<file path="config.mk">
export PLATFORM = sky130hd
export DESIGN_NAME = fpsr_flash_protect
export DESIGN_NICKNAME = d
export VERILOG_FILES = /design/src/rtl/fpsr_pkg.sv /design/src/rtl/fpsr_flash_protect.sv
export SDC_FILE = /design/constraint.sdc
export NUM_CORES = 1
export LEC_CHECK = 0
export CAP_MARGIN = 20
export CORE_MARGIN = 10
export CORE_UTILIZATION = 57
export CTS_CLUSTER_SIZE = 10
export DETAILED_ROUTE_END_ITERATION = 16
export DONT_BUFFER_PORTS = 1
export PLACE_DENSITY = 0.75
export SLEW_MARGIN = 20
export SYNTH_ARGS = -nofsm -noshare
export SYNTH_HDL_FRONTEND = slang
export SYNTH_SLANG_ARGS = --single-unit
</file>
<file path="constraint.sdc">
create_clock -name clk -period 2.15 [get_ports clk]
set_input_delay 0.43 -clock clk [delete_from_list [all_inputs] [get_ports clk]]
set_output_delay 0.43 -clock clk [all_outputs]
set_load 0.02 [all_outputs]
</file>
<file path="src/rtl/fpsr_pkg.sv">
package fpsr_pkg;
  // ----------------------------------------------------------------
  // Register offsets
  // ----------------------------------------------------------------
  localparam logic [8:0] OFF_SEC   = 9'h101;
  localparam logic [8:0] OFF_RSV0  = 9'h102;
  localparam logic [8:0] OFF_CNFG  = 9'h103;
  localparam logic [8:0] OFF_PROT  = 9'h104;
  localparam logic [8:0] OFF_STAT  = 9'h105;
  localparam logic [8:0] OFF_MODE  = 9'h110;

  // ----------------------------------------------------------------
  // Field positions
  // ----------------------------------------------------------------
  localparam int BACKDOOR_KEY_ENABLE_HI   = 7;
  localparam int BACKDOOR_KEY_ENABLE_LO   = 6;
  localparam int SEC_HI     = 1;
  localparam int SEC_LO     = 0;
  localparam int BUFFER_EMPTY_IRQ_ENABLE_BIT  = 7;
  localparam int COMPLETE_IRQ_ENABLE_BIT   = 6;
  localparam int KEY_WRITE_ACCESS_BIT = 5;
  localparam int UPS_HI     = 7;
  localparam int UPS_LO     = 3;
  localparam int LPS_HI     = 2;
  localparam int LPS_LO     = 0;
  localparam int STAT_BUFFER_EMPTY_FLAG = 7;
  localparam int STAT_COMMAND_COMPLETE_FLAG  = 6;
  localparam int STAT_PROTECTION_VIOLATION_FLAG = 5;

  // ----------------------------------------------------------------
  // Encodings and reset values
  // ----------------------------------------------------------------
  localparam logic [1:0] BACKDOOR_KEY_ENABLE_ON     = 2'h2;
  localparam logic [1:0] SEC_UNSECURE = 2'h2;
  localparam logic [7:0] CNFG_RESET   = 8'h00;
  localparam logic [7:0] CNFG_MASK    = 8'hE0;
  localparam logic [7:0] SEC_RESET    = 8'h00;
  localparam logic [7:0] PROT_RESET   = 8'h00;
  localparam logic [4:0] UPS_NONE     = 5'h1F;
  localparam logic [2:0] LPS_NONE     = 3'h7;
  localparam logic [2:0] LPS_4K       = 3'h3;

  // ----------------------------------------------------------------
  // Array geometry
  // ----------------------------------------------------------------
  localparam logic [14:0] SECTOR_SIZE = 15'h0400;
  localparam logic [14:0] ARRAY_TOP   = 15'h7FFF;

  typedef enum logic [1:0] {
    FPSR_CMD_PROGRAM,
    FPSR_CMD_ERASE,
    FPSR_CMD_MASS
  } fpsr_cmd_t;
endpackage

</file>
<file path="src/rtl/fpsr_flash_protect.sv">
`timescale 1ns/10ps
// Functional notes
// (RULE1) Security register is read-only; writes ignored.
// (RULE2) Security register loaded from nonvolatile field during reset sequence.
// (RULE3) Backdoor key enable bits 7:6 enabled only for encoding 10.
// (RULE4) Security bits 1:0: 10 unsecured, 00 and 01 secured.
// (RULE5) Security encoding 11 also secured.
// (RULE6) Successful backdoor key access forces security field to unsecured.
// (RULE7) Reserved test register reads zero, ignores writes.
// (RULE8) Config register: only bits 7,6,5 writable, rest zero, reset zero.
// (RULE9) Key-access bit writable only while backdoor key enabled.
// (RULE10) Key-access clear: array writes start commands; set: they are keys.
// (RULE11) Array reads remain allowed while key-access is set.
// (RULE12) Bit 7 set requests interrupt while buffer-empty flag set.
// (RULE13) Bit 6 set requests interrupt while command-complete flag set.
// (RULE14) Normal mode: protection write accepted only if protection grows.
// (RULE15) Special mode: protection register freely writable.
// (RULE16) Protection register loaded from nonvolatile byte during reset.
// (RULE17) Software unprotects config sector before reprogramming protection byte.
// (RULE18) Program or erase in protected range refused, violation flag set.
// (RULE19) Mass erase refused if any sector protected.
// (RULE20) Upper field n protects (n+1)*0x400 to 0x7FFF; 0x1F none.
// (RULE21) Lower field selects protected size from array base.
// (RULE22) Lower: 000 all, 011..110 4..1 KB, 111 none, 001/010 as 000.
// (RULE23) Violation flag cleared by writing one; blocks command launch while set.
module fpsr_flash_protect
(
  input  wire logic        clk,
  input  wire logic        reset,
  input  wire logic [8:0]  addr,
  input  wire logic [7:0]  wdata,
  input  wire logic        wr,
  input  wire logic        rd,
  output logic      [7:0]  rdata,
  input  wire logic [7:0]  nv_security,
  input  wire logic [7:0]  nv_protection,
  input  wire logic        special_mode,
  input  wire logic        buffer_empty_flag,
  input  wire logic        command_complete_flag,
  input  wire logic        backdoor_unlock,
  input  wire logic        array_wr,
  input  wire logic        array_rd,
  input  wire logic [14:0] array_addr,
  input  wire logic        cmd_valid,
  input  wire logic [1:0]  cmd_kind,
  input  wire logic [14:0] cmd_addr,
  output logic             cmd_launch,
  output logic             cmd_refused,
  output logic             seq_start,
  output logic             key_write,
  output logic             array_rd_ok,
  output logic             irq,
  output logic             secured,
  output logic             key_enabled,
  output logic             protection_violation_flag
);

  // ----------------------------------------------------------------
  // State
  // ----------------------------------------------------------------
  typedef enum logic [1:0] {
    FPSR_LOAD,
    FPSR_RUN
  } fpsr_phase_t;

  fpsr_phase_t phase_r;
  logic [7:0]  security_state_reg_r;
  logic [7:0]  irq_and_key_config_reg_r;
  logic [7:0]  sector_protection_reg_r;
  logic [7:0]  prot_nxt;
  logic        backdoor_key_enable;
  logic [4:0]  upper_protect_size;
  logic [2:0]  lower_protect_size;
  logic [15:0] upper_base;
  logic [14:0] lower_last;
  logic        lower_on;
  logic        upper_on;
  logic        any_prot;
  logic        in_prot;
  logic        cmd_bad;
  logic        grows;
  logic        wr_sec;
  logic        wr_cnfg;
  logic        wr_prot;
  logic        wr_stat;

  assign wr_sec  = wr && (addr == fpsr_pkg::OFF_SEC);
  assign wr_cnfg = wr && (addr == fpsr_pkg::OFF_CNFG);
  assign wr_prot = wr && (addr == fpsr_pkg::OFF_PROT);
  assign wr_stat = wr && (addr == fpsr_pkg::OFF_STAT);

  assign backdoor_key_enable =
    security_state_reg_r[fpsr_pkg::BACKDOOR_KEY_ENABLE_HI:fpsr_pkg::BACKDOOR_KEY_ENABLE_LO] == fpsr_pkg::BACKDOOR_KEY_ENABLE_ON; // RULE3
  assign upper_protect_size =
    sector_protection_reg_r[fpsr_pkg::UPS_HI:fpsr_pkg::UPS_LO];
  assign lower_protect_size =
    sector_protection_reg_r[fpsr_pkg::LPS_HI:fpsr_pkg::LPS_LO];

  // ----------------------------------------------------------------
  // Protected range decode
  // ----------------------------------------------------------------
  always_comb
  begin
    upper_on   = upper_protect_size != fpsr_pkg::UPS_NONE; // RULE20
    upper_base = ({11'h000, upper_protect_size} + 16'h0001) * {1'b0, fpsr_pkg::SECTOR_SIZE};
    lower_on   = lower_protect_size != fpsr_pkg::LPS_NONE; // RULE21
    if (lower_protect_size < fpsr_pkg::LPS_4K)
    begin
      lower_last = fpsr_pkg::ARRAY_TOP; // RULE22
    end
    else
    begin
      lower_last = 15'((fpsr_pkg::LPS_NONE - lower_protect_size) * 15'h0400 - 15'h0001); // RULE22
    end
    any_prot = upper_on || lower_on;
    in_prot  = (upper_on && ({1'b0, cmd_addr} >= upper_base))
            || (lower_on && (cmd_addr <= lower_last)); // RULE18
    cmd_bad  = (cmd_kind == fpsr_pkg::FPSR_CMD_MASS) ? any_prot : in_prot; // RULE19
  end

  // Protected size grows when no range shrinks
  always_comb
  begin
    prot_nxt = wdata;
    grows = (wdata[fpsr_pkg::UPS_HI:fpsr_pkg::UPS_LO] <= upper_protect_size)
         && ((wdata[fpsr_pkg::LPS_HI:fpsr_pkg::LPS_LO] < fpsr_pkg::LPS_4K)
          || (lower_protect_size >= fpsr_pkg::LPS_4K
              && wdata[fpsr_pkg::LPS_HI:fpsr_pkg::LPS_LO] <= lower_protect_size));
  end

  // ----------------------------------------------------------------
  // Reset sequence load
  // ----------------------------------------------------------------
  always_ff @(posedge clk)
  begin
    if (reset)
      phase_r <= FPSR_LOAD;
    else
      phase_r <= FPSR_RUN;
  end

  always_ff @(posedge clk)
  begin
    if (reset)
      security_state_reg_r <= fpsr_pkg::SEC_RESET;
    else if (phase_r == FPSR_LOAD)
      security_state_reg_r <= nv_security & 8'hC3; // RULE2
    else if (backdoor_unlock && backdoor_key_enable)
      security_state_reg_r[fpsr_pkg::SEC_HI:fpsr_pkg::SEC_LO] <= fpsr_pkg::SEC_UNSECURE; // RULE6
  end
  // Software writes to wr_sec have no path into the register // RULE1

  always_ff @(posedge clk)
  begin
    if (reset)
      sector_protection_reg_r <= fpsr_pkg::PROT_RESET;
    else if (phase_r == FPSR_LOAD)
      sector_protection_reg_r <= nv_protection; // RULE16
    else if (wr_prot && (special_mode || grows)) // RULE14
      sector_protection_reg_r <= prot_nxt; // RULE15
  end

  // ----------------------------------------------------------------
  // Configuration register
  // ----------------------------------------------------------------
  always_ff @(posedge clk)
  begin
    if (reset)
      irq_and_key_config_reg_r <= fpsr_pkg::CNFG_RESET; // RULE8
    else if (wr_cnfg)
    begin
      irq_and_key_config_reg_r[fpsr_pkg::BUFFER_EMPTY_IRQ_ENABLE_BIT] <= wdata[fpsr_pkg::BUFFER_EMPTY_IRQ_ENABLE_BIT]; // RULE8
      irq_and_key_config_reg_r[fpsr_pkg::COMPLETE_IRQ_ENABLE_BIT]  <= wdata[fpsr_pkg::COMPLETE_IRQ_ENABLE_BIT];
      if (backdoor_key_enable)
        irq_and_key_config_reg_r[fpsr_pkg::KEY_WRITE_ACCESS_BIT] <= wdata[fpsr_pkg::KEY_WRITE_ACCESS_BIT]; // RULE9
    end
  end

  // ----------------------------------------------------------------
  // Violation flag and command gate
  // ----------------------------------------------------------------
  always_ff @(posedge clk)
  begin
    if (reset)
      protection_violation_flag <= 1'b0;
    else if (cmd_valid && !protection_violation_flag && cmd_bad)
      protection_violation_flag <= 1'b1; // RULE18
    else if (wr_stat && wdata[fpsr_pkg::STAT_PROTECTION_VIOLATION_FLAG])
      protection_violation_flag <= 1'b0; // RULE23
  end

  always_ff @(posedge clk)
  begin
    if (reset)
    begin
      cmd_launch  <= 1'b0;
      cmd_refused <= 1'b0;
    end
    else
    begin
      cmd_launch  <= cmd_valid && !protection_violation_flag && !cmd_bad; // RULE23
      cmd_refused <= cmd_valid && (protection_violation_flag || cmd_bad); // RULE19
    end
  end

  always_ff @(posedge clk)
  begin
    if (reset)
    begin
      seq_start   <= 1'b0;
      key_write   <= 1'b0;
      array_rd_ok <= 1'b0;
    end
    else
    begin
      seq_start   <= array_wr && !irq_and_key_config_reg_r[fpsr_pkg::KEY_WRITE_ACCESS_BIT]
                     && !protection_violation_flag; // RULE10
      key_write   <= array_wr && irq_and_key_config_reg_r[fpsr_pkg::KEY_WRITE_ACCESS_BIT]; // RULE10
      array_rd_ok <= array_rd; // RULE11
    end
  end

  // ----------------------------------------------------------------
  // Status outputs
  // ----------------------------------------------------------------
  always_ff @(posedge clk)
  begin
    if (reset)
    begin
      irq         <= 1'b0;
      secured     <= 1'b1;
      key_enabled <= 1'b0;
    end
    else
    begin
      irq <= (irq_and_key_config_reg_r[fpsr_pkg::BUFFER_EMPTY_IRQ_ENABLE_BIT] && buffer_empty_flag) // RULE12
          || (irq_and_key_config_reg_r[fpsr_pkg::COMPLETE_IRQ_ENABLE_BIT] && command_complete_flag); // RULE13
      secured <= security_state_reg_r[fpsr_pkg::SEC_HI:fpsr_pkg::SEC_LO]
                 != fpsr_pkg::SEC_UNSECURE; // RULE4 RULE5
      key_enabled <= backdoor_key_enable;
    end
  end

  // ----------------------------------------------------------------
  // Read port
  // ----------------------------------------------------------------
  always_ff @(posedge clk)
  begin
    if (reset)
      rdata <= 8'h00;
    else if (rd)
    begin
      if (addr == fpsr_pkg::OFF_SEC)
        rdata <= security_state_reg_r;
      else if (addr == fpsr_pkg::OFF_RSV0)
        rdata <= 8'h00; // RULE7
      else if (addr == fpsr_pkg::OFF_CNFG)
        rdata <= irq_and_key_config_reg_r & fpsr_pkg::CNFG_MASK; // RULE8
      else if (addr == fpsr_pkg::OFF_PROT)
        rdata <= sector_protection_reg_r;
      else if (addr == fpsr_pkg::OFF_STAT)
        rdata <= {buffer_empty_flag, command_complete_flag, protection_violation_flag, 5'h00};
      else
        rdata <= 8'h00;
    end
    else
      rdata <= 8'h00;
  end
endmodule

</file>
Word level (Yosys, flattened, before mapping) --
Index checks and enable logic that the tools add are counted.
Word-level totals: flip-flop bits (word level) 34, bits in latches 0, bits in writable memories 0, memory bits (read-only) 0, input port bits 76, output and inout bits 17, memories 0
Operators by class: add/sub/neg operators 3, multiply operators 0, div/mod/pow operators 0, magnitude comparators 7, equality and inequality tests 10, shift operators 0, muxes and demuxes 14, bitwise gates (word level) 1, reduce and logical (&&, ||, !) cells 36
Operators with widths (number):
- two-way mux 8 bit | 7
- == test 9 bit (second input constant) | 5
- logical AND 1 bit | 19
- greater-or-equal comparator 15 x 16 -> 1 bit | 1
- less-or-equal comparator 15 bit | 1
- two-way mux 15 bit | 1
- subtractor 14 x 2 -> 15 bit (second input constant) | 1
- adder 5 x 1 -> 6 bit (second input constant) | 1
- logical OR 1 bit | 6
- less-than comparator 3 x 2 -> 1 bit (second input constant) | 2
- nonzero test 2 bit | 3
- less-or-equal comparator 5 bit | 1
- != test 5 bit (second input constant) | 1
- OR reduction 5 bit | 1
- == test 2 bit (second input constant) | 2
- two-way mux 1 bit | 4
- two-way mux 2 bit | 2
- OR reduction 4 bit | 1
- subtractor 3 x 3 -> 4 bit (first input constant) | 1
- greater-or-equal comparator 3 x 2 -> 1 bit (second input constant) | 1
- less-or-equal comparator 3 bit | 1
- logical NOT 1 bit | 3
- != test 3 bit (second input constant) | 1
- logical NOT 2 bit | 1
- 4 further kinds | 4

Longest topological paths before layout --
depth after elaboration 9, gate-level depth with buffers 9

Worst setup path after synthesis --
No wires, ideal clock.
kind in2reg, from input port addr[3], to register sector_protection_reg_r[0], arrival 2076 ps, required time 2059 ps, path slack -17 ps, cell stages on the path 6, path through or4b_1 -> or2_0 -> buf_6 -> a2111oi_4 -> nand3_1 -> a311oi_1
Between the ends: cells in the longest elaborated chain, start to end 4
RTL lines:
- start, declared | line fpsr_flash_protect.sv:30 | input wire logic [8:0] addr,
- == test 9 bit | line fpsr_flash_protect.sv:89 | assign wr_prot = wr && (addr == fpsr_pkg::OFF_PROT);
- logical AND 1 bit | line fpsr_flash_protect.sv:89
- logical AND 1 bit | line fpsr_flash_protect.sv:159 | else if (wr_prot && (special_mode || grows))
- nonzero test 2 bit (no source line)
- end signal, assigned | line fpsr_flash_protect.sv:156 | sector_protection_reg_r <= fpsr_pkg::PROT_RESET;
- end signal, assigned | line fpsr_flash_protect.sv:158 | sector_protection_reg_r <= nv_protection;
- end signal, assigned | line fpsr_flash_protect.sv:160 | sector_protection_reg_r <= prot_nxt;
- end, declared | line fpsr_flash_protect.sv:69 | logic [7:0] sector_protection_reg_r;
Every way passes these cells. A chain may end at the register's enable or synchronous reset.

Worst setup path after layout --
from register sector_protection_reg_r[1], to register cmd_launch
Between the ends: cells in the longest elaborated chain, start to end 9
RTL lines:
- subtractor 3 x 3 -> 4 bit | line fpsr_flash_protect.sv:113 | lower_last = 15'((fpsr_pkg::LPS_NONE - lower_protect_size) * 15'h0400 - 15'h0001);
- subtractor 14 x 2 -> 15 bit | line fpsr_flash_protect.sv:113
- two-way mux 15 bit | line fpsr_flash_protect.sv:107 | if (lower_protect_size < fpsr_pkg::LPS_4K)
- less-or-equal comparator 15 bit | line fpsr_flash_protect.sv:117 | || (lower_on && (cmd_addr <= lower_last));
- logical AND 1 bit | line fpsr_flash_protect.sv:117
- logical OR 1 bit | line fpsr_flash_protect.sv:117
- two-way mux 1 bit (*) | line fpsr_flash_protect.sv:118 | cmd_bad = (cmd_kind == fpsr_pkg::FPSR_CMD_MASS) ? any_prot : in_prot;
- logical NOT 1 bit (*) | line fpsr_flash_protect.sv:201 | cmd_launch <= cmd_valid && !protection_violation_flag && !cmd_bad;
- logical AND 1 bit (*) | line fpsr_flash_protect.sv:201
- end signal, assigned | line fpsr_flash_protect.sv:201
- end, declared | line fpsr_flash_protect.sv:47 | output logic cmd_launch,
Mark *: on every way between the ends. The rest lies on a longest branch, timed or not.

==> reports/qor.csv <==
metric,value,unit
powerDensity,603,nW/um^2
hold_path_class,in -> reg,
grt_max_degree,23,
yosysSeqAreaShare,0.329,
synth_nets,331,
period_share,1.01,
layout_setup_ws,-20.0,ps
r2r_cells,9,
grt_usage,0.179,
cap_violations,0,
numCtsBuffers,5,
drive_above_1_share,0.292,
critPathSlowestCell,or4_4,
worstReg2RegStart,sector_protection_reg_r[1]$_SDFFE_PP0P_,
dpl_worst_slack,-203,ps
yosysMostFrequentCell,dfxtp_1,
design_power_total,0.00156,W
leakage,0.993,nW
critPathKind,reg -> reg,
place_hpwl,4430,um
whs,141,ps
cts_root_buf,clkbuf_4,
cts-htree-levels,2,
rrSetupSlack,-20,ps
yosysUniqueCellTypes,46,
worstSkewPairLatency,340,ps
ys_top_cells_by_count,"dfxtp_1, ha_1, nand3_1, nor2_1, inv_1",
min_period,2170,ps
core_area,3360,um^2
via_per_inst,6.28,
finalMaxSlewViolations,0,
min_from,reset,
fillers,237,
ys_warn_count,0,
cpPeakStageDelay,490,ps
ios,93,
synthesis.area_per_instance,8.66,um^2
finalWirelength,5990,um
cts.sinks,33,
vias,1903,
drtPass1Iterations,4,
rr_endpoint,cmd_launch$_SDFF_PP0_,
nets,355,
arrival,2390,ps
drt_iter0_markers,117,
portBuffers,0,
die_area,6300,um^2
async_flop_share,0,
synthFlopType,dfxtp_1,
yosys.area.top_type,dfxtp_1,
gp_congestion,0.845,
clock_skew,12.3,ps
synthesis.area,2010,um^2
final_util,0.768,
path_buf_inv,0,
synth_edf_count,0,
min_to,sector_protection_reg_r[1]$_SDFFE_PP0P_,
clkTransAtPathRegs,110,ps
diodes,0,
worstMarginPinSlew,675,ps
path_delay_family,simple AND/OR/NAND/NOR gates,
syn_inst,232,
relSlewSlack,0.549,
cp-end-kind,flip-flop,
finalSetupViolCount,1,
cp_max_fo,3,
rows,21,
grt_pass1_wl,9080,um
rsz0062_at_grt,true,
grt_pass1_vias,1818,
die_w,79.4,um
vdd_drop_max,0.589,mV
hold_viol,0,
ys_seq_elements,33,
grt_antenna_before_repair,0,
outcome,"finished, violations left",
synth.top_cell.area_share,0.329,
holdPathStages,1,
start_util,0.597,
ant_nets,0,
synth_area_leaders,"dfxtp_1, ha_1, nand3_1",
tns,-20.0,ps
cts_buffer_depth,2,
path_cells,ha_4 > ha_4 > nor2_4 > ha_4 > nand3_2 > or4_4 > o21ai_4 > a221oi_4 > nor3b_2,
wl_per_cell,19.8,um
timing.critical_path.mode_cell,ha_4,
drc,0,
hold_buffers,0,
worst_setup_path_start_kind,flip-flop,
fmax,461,MHz
overflow,0,
violations,setup timing,
die_y,79.4,um
worstPathRequired,2370,ps
cts_tree,yes,
syn_to_final_growth,28.7,%
[layout make-up]
class | count | area, um^2 | share of cell area
inverters | 17 | 66.3 | 0.0257
well taps | 46 | 57.6 | 0.0223
clock buffers | 5 | 37.5 | 0.0145
clock inverters | 3 | 65.1 | 0.0252
multi-input cells | 176 | 1500 | 0.579
flip-flops and latches | 33 | 677 | 0.262
repair buffers | 23 | 184 | 0.0712
[sequential cells by signal (all words and copies together), names as in the netlist, 3 cells and up]
register,cells
irq_and_key_config_reg_r,3
rdata,8
sector_protection_reg_r,8
security_state_reg_r,4
[logic make-up after synthesis]
kind of cell | after synthesis | share of synthesized area
flip-flops | 33 | 0.329
adder cells (fa/ha/maj) | 23 | 0.143
AO/OA/AOI/OAI | 56 | 0.201
multiplexers | 8 | 0.0399
AND/OR/NAND/NOR | 86 | 0.227
buffers and inverters | 23 | 0.0467
XOR/XNOR | 3 | 0.0131
[worst register-to-register path, stage by stage, from the launching register on]
cell and delay (ps):
dfxtp_4 380, ha_4 170, ha_4 270, nor2_4 40
ha_4 280, nand3_2 60, or4_4 490, o21ai_4 90
a221oi_4 100, nor3b_2 170
[worst max-delay path by stage]
stage	cells after the start	slack (ps)	from	endpoint
global route	9	-120	sector_protection_reg_r[4]$_SDFFE_PP0P_	cmd_launch$_SDFF_PP0_
global placement	10	-140	sector_protection_reg_r[3]$_SDFFE_PP0P_	cmd_launch$_SDFF_PP0_
detailed placement	10	-200	sector_protection_reg_r[3]$_SDFFE_PP0P_	cmd_launch$_SDFF_PP0_
finish	9	-20	sector_protection_reg_r[1]$_SDFFE_PP0P_	cmd_launch$_SDFF_PP0_
CTS	8	10	sector_protection_reg_r[1]$_SDFFE_PP0P_	sector_protection_reg_r[6]$_SDFFE_PP0P_
floorplan	6	20	addr[3]	rdata[0]$_SDFF_PP0_
[report_power, final]
group	leakage [nW]	switching (W)	internal [W]	total [W]
clock network	0.0552	0.000221	0.000360	0.000581
logic	0.665	0.000151	0.000149	0.000300
registers	0.273	0.0000429	0.000635	0.000678
[per-layer routing]
layer / global-route usage / vias to the layer above / wire length (um)
li1: - / 913 / -
met1: 0.200 / 889 / 2370
met2: 0.294 / 93 / 2910
met4: 0.0448 / 0 / 78
met5: 0 / - / 0
met3: 0.0901 / 8 / 624
[repair_timing]
action                                 CTS  global route
endpoints found under the hold margin    0             0
setup buffers                            0             1
pin swaps                               10            31
setup endpoints to repair               11            11
resized for setup                       26            37
[metrics by stage]
stage	cell area, um^2	std cells
after floorplan	2010	232
after global placement	2220	296
after detailed placement	2220	296
after CTS	2410	302
after global routing	2580	303
final	2580	303
[layout by cell type, fill, tap and decap left out, types with 4 or more instances in the layout]
cell type / count
clkbuf_4: 5
ha_4: 8
a311oi_1: 6
a21oi_1: 9
nor2b_1: 4
mux2i_1: 7
dfxtp_1: 28
o21ai_1: 7
nor4_1: 4
nand2_1: 14
dfxtp_4: 4
nor2_1: 17
inv_1: 14
and2_1: 4
ha_1: 15
buf_4: 20
nand3_2: 5
nand3_1: 13
(Power assumes the default switching activity.)
